### config.mk
export PLATFORM = sky130hd
export DESIGN_NAME = lms_device_flat
export DESIGN_NICKNAME = d
export VERILOG_FILES = /design/src/lms_pkg.sv /design/src/lms_if.sv /design/src/lms_device.sv /design/src/flat_wrapper.sv
export VERILOG_INCLUDE_DIRS = /design/src
export SDC_FILE = /design/constraint.sdc
export NUM_CORES = 1
export LEC_CHECK = 0
export BUFFER_PORTS_ARGS = -buffer_cell sky130_fd_sc_hd__buf_4
export CAP_MARGIN = 10
export CORE_MARGIN = 2
export CORE_UTILIZATION = 55
export CTS_BUF_LIST = sky130_fd_sc_hd__clkbuf_2 sky130_fd_sc_hd__clkbuf_4 sky130_fd_sc_hd__clkbuf_8
export DETAILED_ROUTE_END_ITERATION = 10
export PLACE_DENSITY = 0.84
export SETUP_SLACK_MARGIN = 0.4
export SLEW_MARGIN = 20
export SYNTH_ARGS = -nofsm -noshare
export SYNTH_HDL_FRONTEND = slang
export SYNTH_SLANG_ARGS = --single-unit
export TNS_END_PERCENT = 1
### constraint.sdc
create_clock -name clk -period 6.1 [get_ports clk]
set_clock_uncertainty 0.15 [all_clocks]
set_input_delay 1.22 -clock clk [delete_from_list [all_inputs] [get_ports clk]]
set_output_delay 1.22 -clock clk [all_outputs]
set_load 0.05 [all_outputs]
### src/lms_defines.svh
// constants for the listen mode sequencer and its host end
// Function
// idle keeps only rc oscillator running
// periodic receive, keep on when found
// interrupt host on packet received
// preamble found: sequencer off, stay receive
// cycle every t1+t2, receive for t2
// preamble flag on pin four, code 11
// host programs wake-on-preamble selector values
// second interval bounds receive without preamble
// t1 plus t2 sets cycling period
// host: short t2, long t1
// transmitter preamble at least t1+2*t2
// wake-on-sync: preamble then sync match
// wake lasts rx window, else low power
// preamble before window end: keep receiving
// no sync by t2 end: resume polling
// sync match: flag, sequencer off, receive
// host programs exit 101 and expiry 10
// host sets first interval 64 us
// timers count on rc clock during sleep
// off sequencer holds mode until host acts
`ifndef LMS_DEFINES_SVH
`define LMS_DEFINES_SVH
`define LMS_TIMER_W          16
`define LMS_START_TO_LP      2'h0
`define LMS_LP_TO_IDLE       1'h1
`define LMS_IDLE_TO_RX       1'h1
`define LMS_IDLE_DEPTH_SLEEP 1'h1
`define LMS_RX_OFF_ON_PRE    3'h6
`define LMS_RX_OFF_ON_SYNC   3'h5
`define LMS_EXPIRY_TO_LP     2'h2
`define LMS_PIN4_PRE_MAP     2'h3
`define LMS_T1_MIN_US        64
`define LMS_CLK_MHZ          100
`define LMS_T1_MIN_CYC       (`LMS_T1_MIN_US * `LMS_CLK_MHZ)
`define LMS_REG_CTRL         4'h0
`define LMS_REG_SEL          4'h1
`define LMS_REG_T1           4'h2
`define LMS_REG_T2           4'h3
`define LMS_REG_RXTO         4'h4
`define LMS_REG_STATUS       4'h5
`endif

### src/lms_pkg.sv
// types for the listen mode sequencer
package lms_pkg;
    typedef enum logic [2:0] {
        LMS_OFF, LMS_START, LMS_IDLE, LMS_RX, LMS_HOLD_RX
    } lms_state_t;
endpackage : lms_pkg

### src/lms_if.sv
// link between host controller and listen mode sequencer
`timescale 1ns/1ps
interface lms_if;
    logic        seq_start;
    logic        seq_stop;
    logic        mode_write;
    logic        idle_depth_select;
    logic [1:0]  start_transition_select;
    logic        low_power_target_select;
    logic        idle_exit_select;
    logic [2:0]  receive_exit_select;
    logic [1:0]  rx_window_expiry_select;
    logic        preamble_flag_route_enable;
    logic [1:0]  pin_four_map;
    logic [15:0] first_interval;
    logic [15:0] second_interval;
    logic [15:0] rx_window;
    logic        digital_io_pin_four;
    logic        irq;
    logic        rx_on;
    logic        rc_only;
    logic        seq_running;
    modport dev (input seq_start, seq_stop, mode_write, idle_depth_select,
                 start_transition_select, low_power_target_select, idle_exit_select,
                 receive_exit_select, rx_window_expiry_select,
                 preamble_flag_route_enable, pin_four_map, first_interval,
                 second_interval, rx_window,
                 output digital_io_pin_four, irq, rx_on, rc_only, seq_running);
    modport host (output seq_start, seq_stop, mode_write, idle_depth_select,
                  start_transition_select, low_power_target_select, idle_exit_select,
                  receive_exit_select, rx_window_expiry_select,
                  preamble_flag_route_enable, pin_four_map, first_interval,
                  second_interval, rx_window,
                  input digital_io_pin_four, irq, rx_on, rc_only, seq_running);
endinterface : lms_if

### src/lms_device.sv
// listen mode sequencer, device end
`timescale 1ns/1ps
`include "lms_defines.svh"
module lms_device (
    input  wire logic clk,
    input  wire logic arst_n,
    lms_if.dev        lk,
    input  wire logic preamble_found_flag,
    input  wire logic sync_match_flag,
    input  wire logic payload_complete_flag,
    output logic      sync_event,
    output logic      payload_event
);
    lms_pkg::lms_state_t state_reg;
    lms_pkg::lms_state_t lp_next;
    logic [16:0] cnt_reg;
    logic [16:0] period_end;
    logic        pre_seen_reg;
    logic        pre_pin_reg;
    logic        irq_reg;
    logic        sync_ev_reg;
    logic        pay_ev_reg;
    logic        sync_mode;
    logic        t1_done;
    logic        t2_done;
    logic        win_done;

    assign sync_mode  = (lk.receive_exit_select == `LMS_RX_OFF_ON_SYNC);
    // one counter spans receive and the idle after it, so the idle
    // stretch is whatever is left of the t1+t2 period
    assign period_end = {1'b0, lk.first_interval} + {1'b0, lk.second_interval};
    assign t1_done    = (cnt_reg + 17'h00001 >= period_end);
    assign t2_done    = (cnt_reg + 17'h00001 >= {1'b0, lk.second_interval});
    assign win_done   = (cnt_reg + 17'h00001 >= {1'b0, lk.rx_window});
    // a low power target other than idle parks the sequencer
    assign lp_next    = (lk.low_power_target_select == `LMS_LP_TO_IDLE) ?
                        lms_pkg::LMS_IDLE : lms_pkg::LMS_OFF;

    // timers keep running in sleep; only the rc clock is assumed live
    // outside the cycle, preload t2 so the first idle lasts t1
    always_ff @(posedge clk or negedge arst_n) begin
        if (!arst_n)
            cnt_reg <= 17'h00000;
        else if (state_reg == lms_pkg::LMS_IDLE)
            cnt_reg <= t1_done ? 17'h00000 : cnt_reg + 17'h00001;
        else if (state_reg == lms_pkg::LMS_RX)
            cnt_reg <= cnt_reg + 17'h00001;
        else
            cnt_reg <= {1'b0, lk.second_interval};
    end

    always_ff @(posedge clk or negedge arst_n) begin
        if (!arst_n) begin
            state_reg    <= lms_pkg::LMS_OFF;
            pre_seen_reg <= 1'b0;
        end else if (lk.seq_stop || lk.mode_write) begin
            state_reg    <= lms_pkg::LMS_OFF;
            pre_seen_reg <= 1'b0;
        end else begin
            unique case (state_reg)
                lms_pkg::LMS_OFF:
                    if (lk.seq_start)
                        state_reg <= lms_pkg::LMS_START;
                lms_pkg::LMS_START:
                    if (lk.start_transition_select == `LMS_START_TO_LP)
                        state_reg <= lp_next;
                    else
                        state_reg <= lms_pkg::LMS_RX;
                lms_pkg::LMS_IDLE: begin
                    pre_seen_reg <= 1'b0;
                    // rest of the t1+t2 period elapsed: enter receive
                    if (t1_done &&
                        lk.idle_exit_select == `LMS_IDLE_TO_RX)
                        state_reg <= lms_pkg::LMS_RX;
                end
                lms_pkg::LMS_RX: begin
                    if (preamble_found_flag)
                        pre_seen_reg <= 1'b1;
                    if (!sync_mode && preamble_found_flag)
                        state_reg <= lms_pkg::LMS_HOLD_RX;
                    else if (sync_mode && sync_match_flag &&
                             (pre_seen_reg || preamble_found_flag))
                        state_reg <= lms_pkg::LMS_HOLD_RX;
                    else if (sync_mode && win_done && !pre_seen_reg &&
                             !preamble_found_flag &&
                             lk.rx_window_expiry_select == `LMS_EXPIRY_TO_LP)
                        state_reg <= lms_pkg::LMS_IDLE;
                    else if (t2_done)
                        state_reg <= lms_pkg::LMS_IDLE;
                end
                lms_pkg::LMS_HOLD_RX:
                    if (lk.seq_start)
                        state_reg <= lms_pkg::LMS_START;
                default:
                    state_reg <= lms_pkg::LMS_OFF;
            endcase
        end
    end

    // pin four carries the preamble flag only with code 11 and route enable
    always_ff @(posedge clk or negedge arst_n) begin
        if (!arst_n)
            pre_pin_reg <= 1'b0;
        else
            pre_pin_reg <= preamble_found_flag && lk.preamble_flag_route_enable &&
                           lk.pin_four_map == `LMS_PIN4_PRE_MAP;
    end

    // receive-only events: any time the receiver is on
    always_ff @(posedge clk or negedge arst_n) begin
        if (!arst_n) begin
            irq_reg     <= 1'b0;
            sync_ev_reg <= 1'b0;
            pay_ev_reg  <= 1'b0;
        end else begin
            pay_ev_reg  <= payload_complete_flag && lk.rx_on;
            sync_ev_reg <= sync_match_flag && lk.rx_on;
            irq_reg     <= payload_complete_flag && lk.rx_on;
        end
    end

    assign lk.digital_io_pin_four = pre_pin_reg;
    assign lk.irq                 = irq_reg;
    assign lk.rx_on       = (state_reg == lms_pkg::LMS_RX) || (state_reg == lms_pkg::LMS_HOLD_RX);
    assign lk.rc_only     = (state_reg == lms_pkg::LMS_IDLE) &&
                            (lk.idle_depth_select == `LMS_IDLE_DEPTH_SLEEP);
    assign lk.seq_running = (state_reg != lms_pkg::LMS_OFF) &&
                            (state_reg != lms_pkg::LMS_HOLD_RX);
    assign sync_event     = sync_ev_reg;
    assign payload_event  = pay_ev_reg;
endmodule : lms_device

### src/flat_wrapper.sv
// flat-port wrapper written by rule: the top's interface ports become plain ports
module lms_device_flat 
  (clk, arst_n, preamble_found_flag, sync_match_flag, payload_complete_flag, sync_event, payload_event, lk_seq_start, lk_seq_stop, lk_mode_write, lk_idle_depth_select, lk_start_transition_select, lk_low_power_target_select, lk_idle_exit_select, lk_receive_exit_select, lk_rx_window_expiry_select, lk_preamble_flag_route_enable, lk_pin_four_map, lk_first_interval, lk_second_interval, lk_rx_window, lk_digital_io_pin_four, lk_irq, lk_rx_on, lk_rc_only, lk_seq_running);
  lms_if lk_i ();
  input  wire logic clk;
  input  wire logic arst_n;
  input  wire logic preamble_found_flag;
  input  wire logic sync_match_flag;
  input  wire logic payload_complete_flag;
  output logic sync_event;
  output logic payload_event;
  input wire logic [$bits(lk_i.seq_start)-1:0] lk_seq_start;
  input wire logic [$bits(lk_i.seq_stop)-1:0] lk_seq_stop;
  input wire logic [$bits(lk_i.mode_write)-1:0] lk_mode_write;
  input wire logic [$bits(lk_i.idle_depth_select)-1:0] lk_idle_depth_select;
  input wire logic [$bits(lk_i.start_transition_select)-1:0] lk_start_transition_select;
  input wire logic [$bits(lk_i.low_power_target_select)-1:0] lk_low_power_target_select;
  input wire logic [$bits(lk_i.idle_exit_select)-1:0] lk_idle_exit_select;
  input wire logic [$bits(lk_i.receive_exit_select)-1:0] lk_receive_exit_select;
  input wire logic [$bits(lk_i.rx_window_expiry_select)-1:0] lk_rx_window_expiry_select;
  input wire logic [$bits(lk_i.preamble_flag_route_enable)-1:0] lk_preamble_flag_route_enable;
  input wire logic [$bits(lk_i.pin_four_map)-1:0] lk_pin_four_map;
  input wire logic [$bits(lk_i.first_interval)-1:0] lk_first_interval;
  input wire logic [$bits(lk_i.second_interval)-1:0] lk_second_interval;
  input wire logic [$bits(lk_i.rx_window)-1:0] lk_rx_window;
  output wire logic [$bits(lk_i.digital_io_pin_four)-1:0] lk_digital_io_pin_four;
  output wire logic [$bits(lk_i.irq)-1:0] lk_irq;
  output wire logic [$bits(lk_i.rx_on)-1:0] lk_rx_on;
  output wire logic [$bits(lk_i.rc_only)-1:0] lk_rc_only;
  output wire logic [$bits(lk_i.seq_running)-1:0] lk_seq_running;
  assign lk_i.seq_start = lk_seq_start;
  assign lk_i.seq_stop = lk_seq_stop;
  assign lk_i.mode_write = lk_mode_write;
  assign lk_i.idle_depth_select = lk_idle_depth_select;
  assign lk_i.start_transition_select = lk_start_transition_select;
  assign lk_i.low_power_target_select = lk_low_power_target_select;
  assign lk_i.idle_exit_select = lk_idle_exit_select;
  assign lk_i.receive_exit_select = lk_receive_exit_select;
  assign lk_i.rx_window_expiry_select = lk_rx_window_expiry_select;
  assign lk_i.preamble_flag_route_enable = lk_preamble_flag_route_enable;
  assign lk_i.pin_four_map = lk_pin_four_map;
  assign lk_i.first_interval = lk_first_interval;
  assign lk_i.second_interval = lk_second_interval;
  assign lk_i.rx_window = lk_rx_window;
  assign lk_digital_io_pin_four = lk_i.digital_io_pin_four;
  assign lk_irq = lk_i.irq;
  assign lk_rx_on = lk_i.rx_on;
  assign lk_rc_only = lk_i.rc_only;
  assign lk_seq_running = lk_i.seq_running;
  lms_device u_core (.clk(clk), .arst_n(arst_n), .lk(lk_i), .preamble_found_flag(preamble_found_flag), .sync_match_flag(sync_match_flag), .payload_complete_flag(payload_complete_flag), .sync_event(sync_event), .payload_event(payload_event));
endmodule
# Word-level counts from Yosys, hierarchy flattened
# Cells that the tools add are included.
op_classes:
  addsub: 2
  magnitude_cmp: 3
  n_eq_ne: 12
  n_mux: 16
  reduce_logical: 27
op_table:
  columns: ["operator", "count"]
  rows:
  - ["$mux 17", 3]
  - ["$ge 17x16->1", 2]
  - ["$mux 3", 8]
  - ["$add 16x16->17", 1]
  - ["$add 17x1->17 const B", 1]
  - ["$ge 17x17->1", 1]
  - ["$logic_and 1x1->1", 14]
  - ["$pmux 3 s4", 1]
  - ["$ne 3x3->1 const B", 3]
  - ["$eq 3x2->1 const B", 2]
  - ["$eq 3x3->1 const B", 2]
  - ["$ne 6x5->1 const B", 1]
  - ["$reduce_bool 3->1", 2]
  - ["$eq 2x2->1 const B", 2]
  - ["$eq 3x1->1 const B", 1]
  - ["$logic_not 1->1", 3]
  - ["$logic_not 3->1", 1]
  - ["$logic_or 1x1->1", 3]
  - ["$ne 3x1->1 const B", 1]
  - ["$reduce_and 3->1", 1]
  - ["$logic_not 2->1", 1]
  - ["$mux 1", 2]
  - ["$mux 2", 1]
  - ["$pmux 1 s2", 1]
  - ["other kinds (2)", 2]
totals:
  regBits: 24
  in_bits: 69
  out_inout_bits: 7
  elab_cells: 66

# Logic depth before layout (Yosys ltp)
depth:
  depth_word: 11
  depth_mapped: 17
  mapped_depth_nobuf: 16

# Worst setup path before layout
# Ideal clock, no wire load.
synth_path:
  path_kind: "input to register"
  start: "input port lk_second_interval[0]"
  end: "register u_core.cnt_reg[10]"
  setup_time_ns: 0.142
  t_arrival_ns: 4.792
  t_required_ns: 5.808
  setup_slack_ns: 1.015
  stages: 17
  n_path_buf: 1
  path_cell_list: "ha_1 > fa_1 > a21oi_2 > o2111ai_2 > a2111oi_0 > o31ai_1 > a21o_1 > a21oi_1 > ha_1 > nand4_1 > o211ai_1 > a22oi_1 > a41oi_1 > o21ai_2 > a211oi_4 > buf_6 > a211oi_1"
synth_between:
  elab_chain_len: 4
synth_lines:
  columns: ["element", "line_no", "source"]
  rows:
  - ["start, declared", "flat_wrapper.sv:24", "input wire logic [$bits(lk_i.second_interval)-1:0] lk_second_interval;"]
  - ["$add 16x16->17", "lms_device.sv:31", "assign period_end = {1'b0, lk.first_interval} + {1'b0, lk.second_interval};"]
  - ["$ge 17x17->1", "lms_device.sv:32", "assign t1_done = (cnt_reg + 17'h00001 >= period_end);"]
  - ["$mux 17", "lms_device.sv:45", "cnt_reg <= t1_done ? 17'h00000 : cnt_reg + 17'h00001;"]
  - ["$mux 17", "lms_device.sv:44", "else if (state_reg == lms_pkg::LMS_IDLE)"]
  - ["end signal, assigned", "lms_device.sv:45", null]
  - ["end signal, assigned", "lms_device.sv:47", "cnt_reg <= cnt_reg + 17'h00001;"]
  - ["end signal, assigned", "lms_device.sv:49", "cnt_reg <= {1'b0, lk.second_interval};"]
  - ["end, declared", "lms_device.sv:16", "logic [16:0] cnt_reg;"]
# No other way between the ends.
# A chain may end at the register's enable or synchronous reset.

# Worst setup path after layout
layout_path:
  start: "input port lk_second_interval[0]"
  end: "register u_core.cnt_reg[11]"
# Same word-level chain as after synthesis.

==> reports/results.tsv <==
metric	value	unit
postcts setup bufs	0	
post-synth cell types	52	
start of the worst register-to-register path	u_core.cnt_reg[0]$_DFF_PN0_	
Clock Sinks	24	
total gr overflow	0	
sequential share of the synthesized area	18.7	%
maximum VDD drop	0.0647	mV
leakage power figure	1.97	nW
Crit Path Category	in2reg	
Detailed Routing Iterations Pass 1	5	
placed standard-cell area	3850	um2
number of levels the H-tree was split into	1	
number of buffer and inverter instances along the worst setup path	2	
total inserted antenna cells	0	
total DRC errors in the routed layout	0	
pin count of the biggest net entering global routing	25	
CP startpoint kind	primary input	
shortest clock period the worst path allows after layout	5.19	ns
area share of the largest cell type after synthesis	24.5	%
most frequent cells after synthesis	sky130_fd_sc_hd__ha_1, sky130_fd_sc_hd__inv_1, sky130_fd_sc_hd__nor2_1, sky130_fd_sc_hd__dfrtp_1, sky130_fd_sc_hd__a21oi_1	
cell accounting for the most synthesized area	sky130_fd_sc_hd__ha_1	
total wire length after detailed routing	8770	um
post-layout total power	0.610	mW
gate count of the mapped netlist	382	
arrival time at the worst endpoint	5.21	ns
endpoints failing hold	0	
number of nets still failing antenna checks after routing	0	
max-cap viol count	0	
synthesized flop and latch total	24	
Largest register FFs	17	
first-pass GRT wire length	14300	um
number of I/O port buffers	75	
Resized Gates After CTS	0	
clock latency at the later pin of the worst-skew pair	0.27	ns
core area	5570	um2
CP Capture Type	flip-flop	
Sum Neg Setup Slack	0	ns
Synth-to-Final Area Change	21.5	%
cts-stage hold buffer count	0	
total power divided by cell area	156	nW/um2
worst reg2reg path endpoint	u_core.cnt_reg[1]$_DFF_PN0_	
via count normalized by instance count	6.11	
Critical Path Fanout Max	16	
Min Hold Slack	0.426	ns
final period utilization	85.0	%
routability congestion estimate	0.910	
final count of pins violating max slew	0	
DIE WIDTH	80.5	um
final HPWL from detailed placement	7310	um
fin nets	590	
relative slew slack	29.8	%
via total after detailed routing	3228	
Post-Syn Area	3220	um2
biggest cell delay along the critical path	0.47	ns
Worst Reg2Reg Path Length in Cells	14	
async set-reset flop share out of synthesis	100	%
Post-synth EDFFs	0	
worst hold-check path type	reg2reg	
Worst Setup SP	lk_second_interval[0]	
worst setup path endpoint	u_core.cnt_reg[11]$_DFF_PN0_	
setup repair after global routing missed its margin	false	
Initial Utilization	57.7	%
number of design-rule violations left by the first detailed-router iteration	225	
number of buffers created by CTS	3	
layout filler cell count	455	
kind of cell adding the most delay to the critical path	compound AO/OA/AOI/OAI gates	
slew at the pin closest to its max-slew limit	1.05	ns
aggregate global-route resource usage	28.0	%
most common cell in the netlist	sky130_fd_sc_hd__ha_1	
dominant cells by area after synthesis	sky130_fd_sc_hd__ha_1, sky130_fd_sc_hd__dfrtp_1, sky130_fd_sc_hd__inv_1	
initial antenna violation count	0	
Final Instance Area	3910	um2
result of the run	completed	
number of ports placed on the die boundary	76	
number of logic stages on the critical path including buffering	18	
Critical Path Slowest Stage Cell	sky130_fd_sc_hd__a2111oi_2	
Mean Syn Cell Area	8.42	um2
Register-to-Register Setup Slack	2.14	ns
y dimension of the die	80.5	um
data required time at the worst endpoint	6.12	ns
dominant synthesized flop cell	sky130_fd_sc_hd__dfrtp_1	
final number of setup-violating endpoints	0	
clock slew at reported path FFs	0.08	ns
maximum clock frequency	193	MHz
std cell rows	27	
Finished Core Util	70.1	%
floorplan die area	6480	um2
WL/cell	16.6	um
CTS Root Cell	sky130_fd_sc_hd__clkbuf_8	
Max clock buf depth	2	
number of global-route vias before repair	3160	
Syn. warnings	0	
worst path cell trace	buf_4, ha_1, fa_1, a21oi_2, o2111ai_2, a2111oi_2, o31ai_1, a21o_1, a21oi_1, ha_1, nand4_1, o211ai_1, a22oi_1, a41oi_1, o21ai_2, a211oi_4, buf_4, a211oi_2	
fraction of final layout cells with drive strength greater than 1	21.7	%
number of nets produced by synthesis	515	
CTS tree	yes	
-- how the worst min path moves through the flow --
stage / slack, ns / endpoint / from / depth (start not counted)
floorplan: 0.35 / u_core.state_reg[1]$_DFFE_PN0P_ / u_core.state_reg[2]$_DFFE_PN0P_ / 1
global placement: 0.37 / u_core.pre_seen_reg$_DFFE_PN0P_ / u_core.pre_seen_reg$_DFFE_PN0P_ / 2
detailed placement: 0.42 / u_core.state_reg[1]$_DFFE_PN0P_ / u_core.state_reg[2]$_DFFE_PN0P_ / 1
CTS: 0.42 / u_core.state_reg[1]$_DFFE_PN0P_ / u_core.state_reg[2]$_DFFE_PN0P_ / 1
global route: 0.44 / u_core.state_reg[1]$_DFFE_PN0P_ / u_core.state_reg[2]$_DFFE_PN0P_ / 1
finish: 0.43 / u_core.state_reg[1]$_DFFE_PN0P_ / u_core.state_reg[2]$_DFFE_PN0P_ / 1
-- cells by family (layout without fill, tap and decap cells) --
group / after synthesis / count (layout) / synth area share [%]
AOI/OAI and AO/OA: 112 / 112 / 25.9
xor gates and xnor gates: 28 / 28 / 7.62
adders and majority gates: 64 / 64 / 25.1
buffers and inverters: 49 / 123 / 6.07
DFF: 24 / 24 / 18.7
and+or+nand+nor: 105 / 105 / 16.6
-- where the power goes --
part,leakage [nW],total [mW],internal [mW],switching (mW)
logic,1.64,0.323,0.147,0.175
registers,0.296,0.181,0.169,0.0118
clock network,0.0288,0.107,0.0576,0.0490
-- layout make-up --
cell class | instances | area (um2) | share of cell area (%)
Sequential cell | 24 | 601 | 15.4
Clock buffer | 4 | 55.1 | 1.41
Timing Repair Buffer | 77 | 578 | 14.8
Multi-Input combinational cell | 309 | 2430 | 62.1
Tap cell | 72 | 90.1 | 2.30
Inverter | 42 | 158 | 4.03
-- metal layers --
metal	track usage [%]	vias to the layer above	wire length, um
li1	-	1556	-
met1	38.0	1502	3680
met2	47.4	151	4280
met3	2.36	19	663
met4	7.97	0	147
met5	0	-	0
-- per-stage QoR --
| stage | cells | setup slack [ns] |
|---|---|---|
| 3_5_place_dp | 524 | 0.491 |
| 5_1_grt | 528 | 0.504 |
| 2_1_floorplan | 382 | 1.02 |
| 4_1_cts | 528 | 0.737 |
| 3_3_place_gp | 524 | 0.637 |
| 6_report | 528 | 0.912 |
-- placed cells by master, fill, tap and decap left out, types with 12 or more instances in the layout --
cell type                  instances
sky130_fd_sc_hd__nor2_1           34
sky130_fd_sc_hd__dfrtp_1          24
sky130_fd_sc_hd__ha_1             63
sky130_fd_sc_hd__inv_1            42
sky130_fd_sc_hd__xnor2_1          12
sky130_fd_sc_hd__a211oi_1         17
sky130_fd_sc_hd__xor2_1           16
sky130_fd_sc_hd__buf_4            77
sky130_fd_sc_hd__a21oi_1          22
sky130_fd_sc_hd__nand2_1          17
sky130_fd_sc_hd__o21ai_0          18
(Power assumes the default switching activity.)
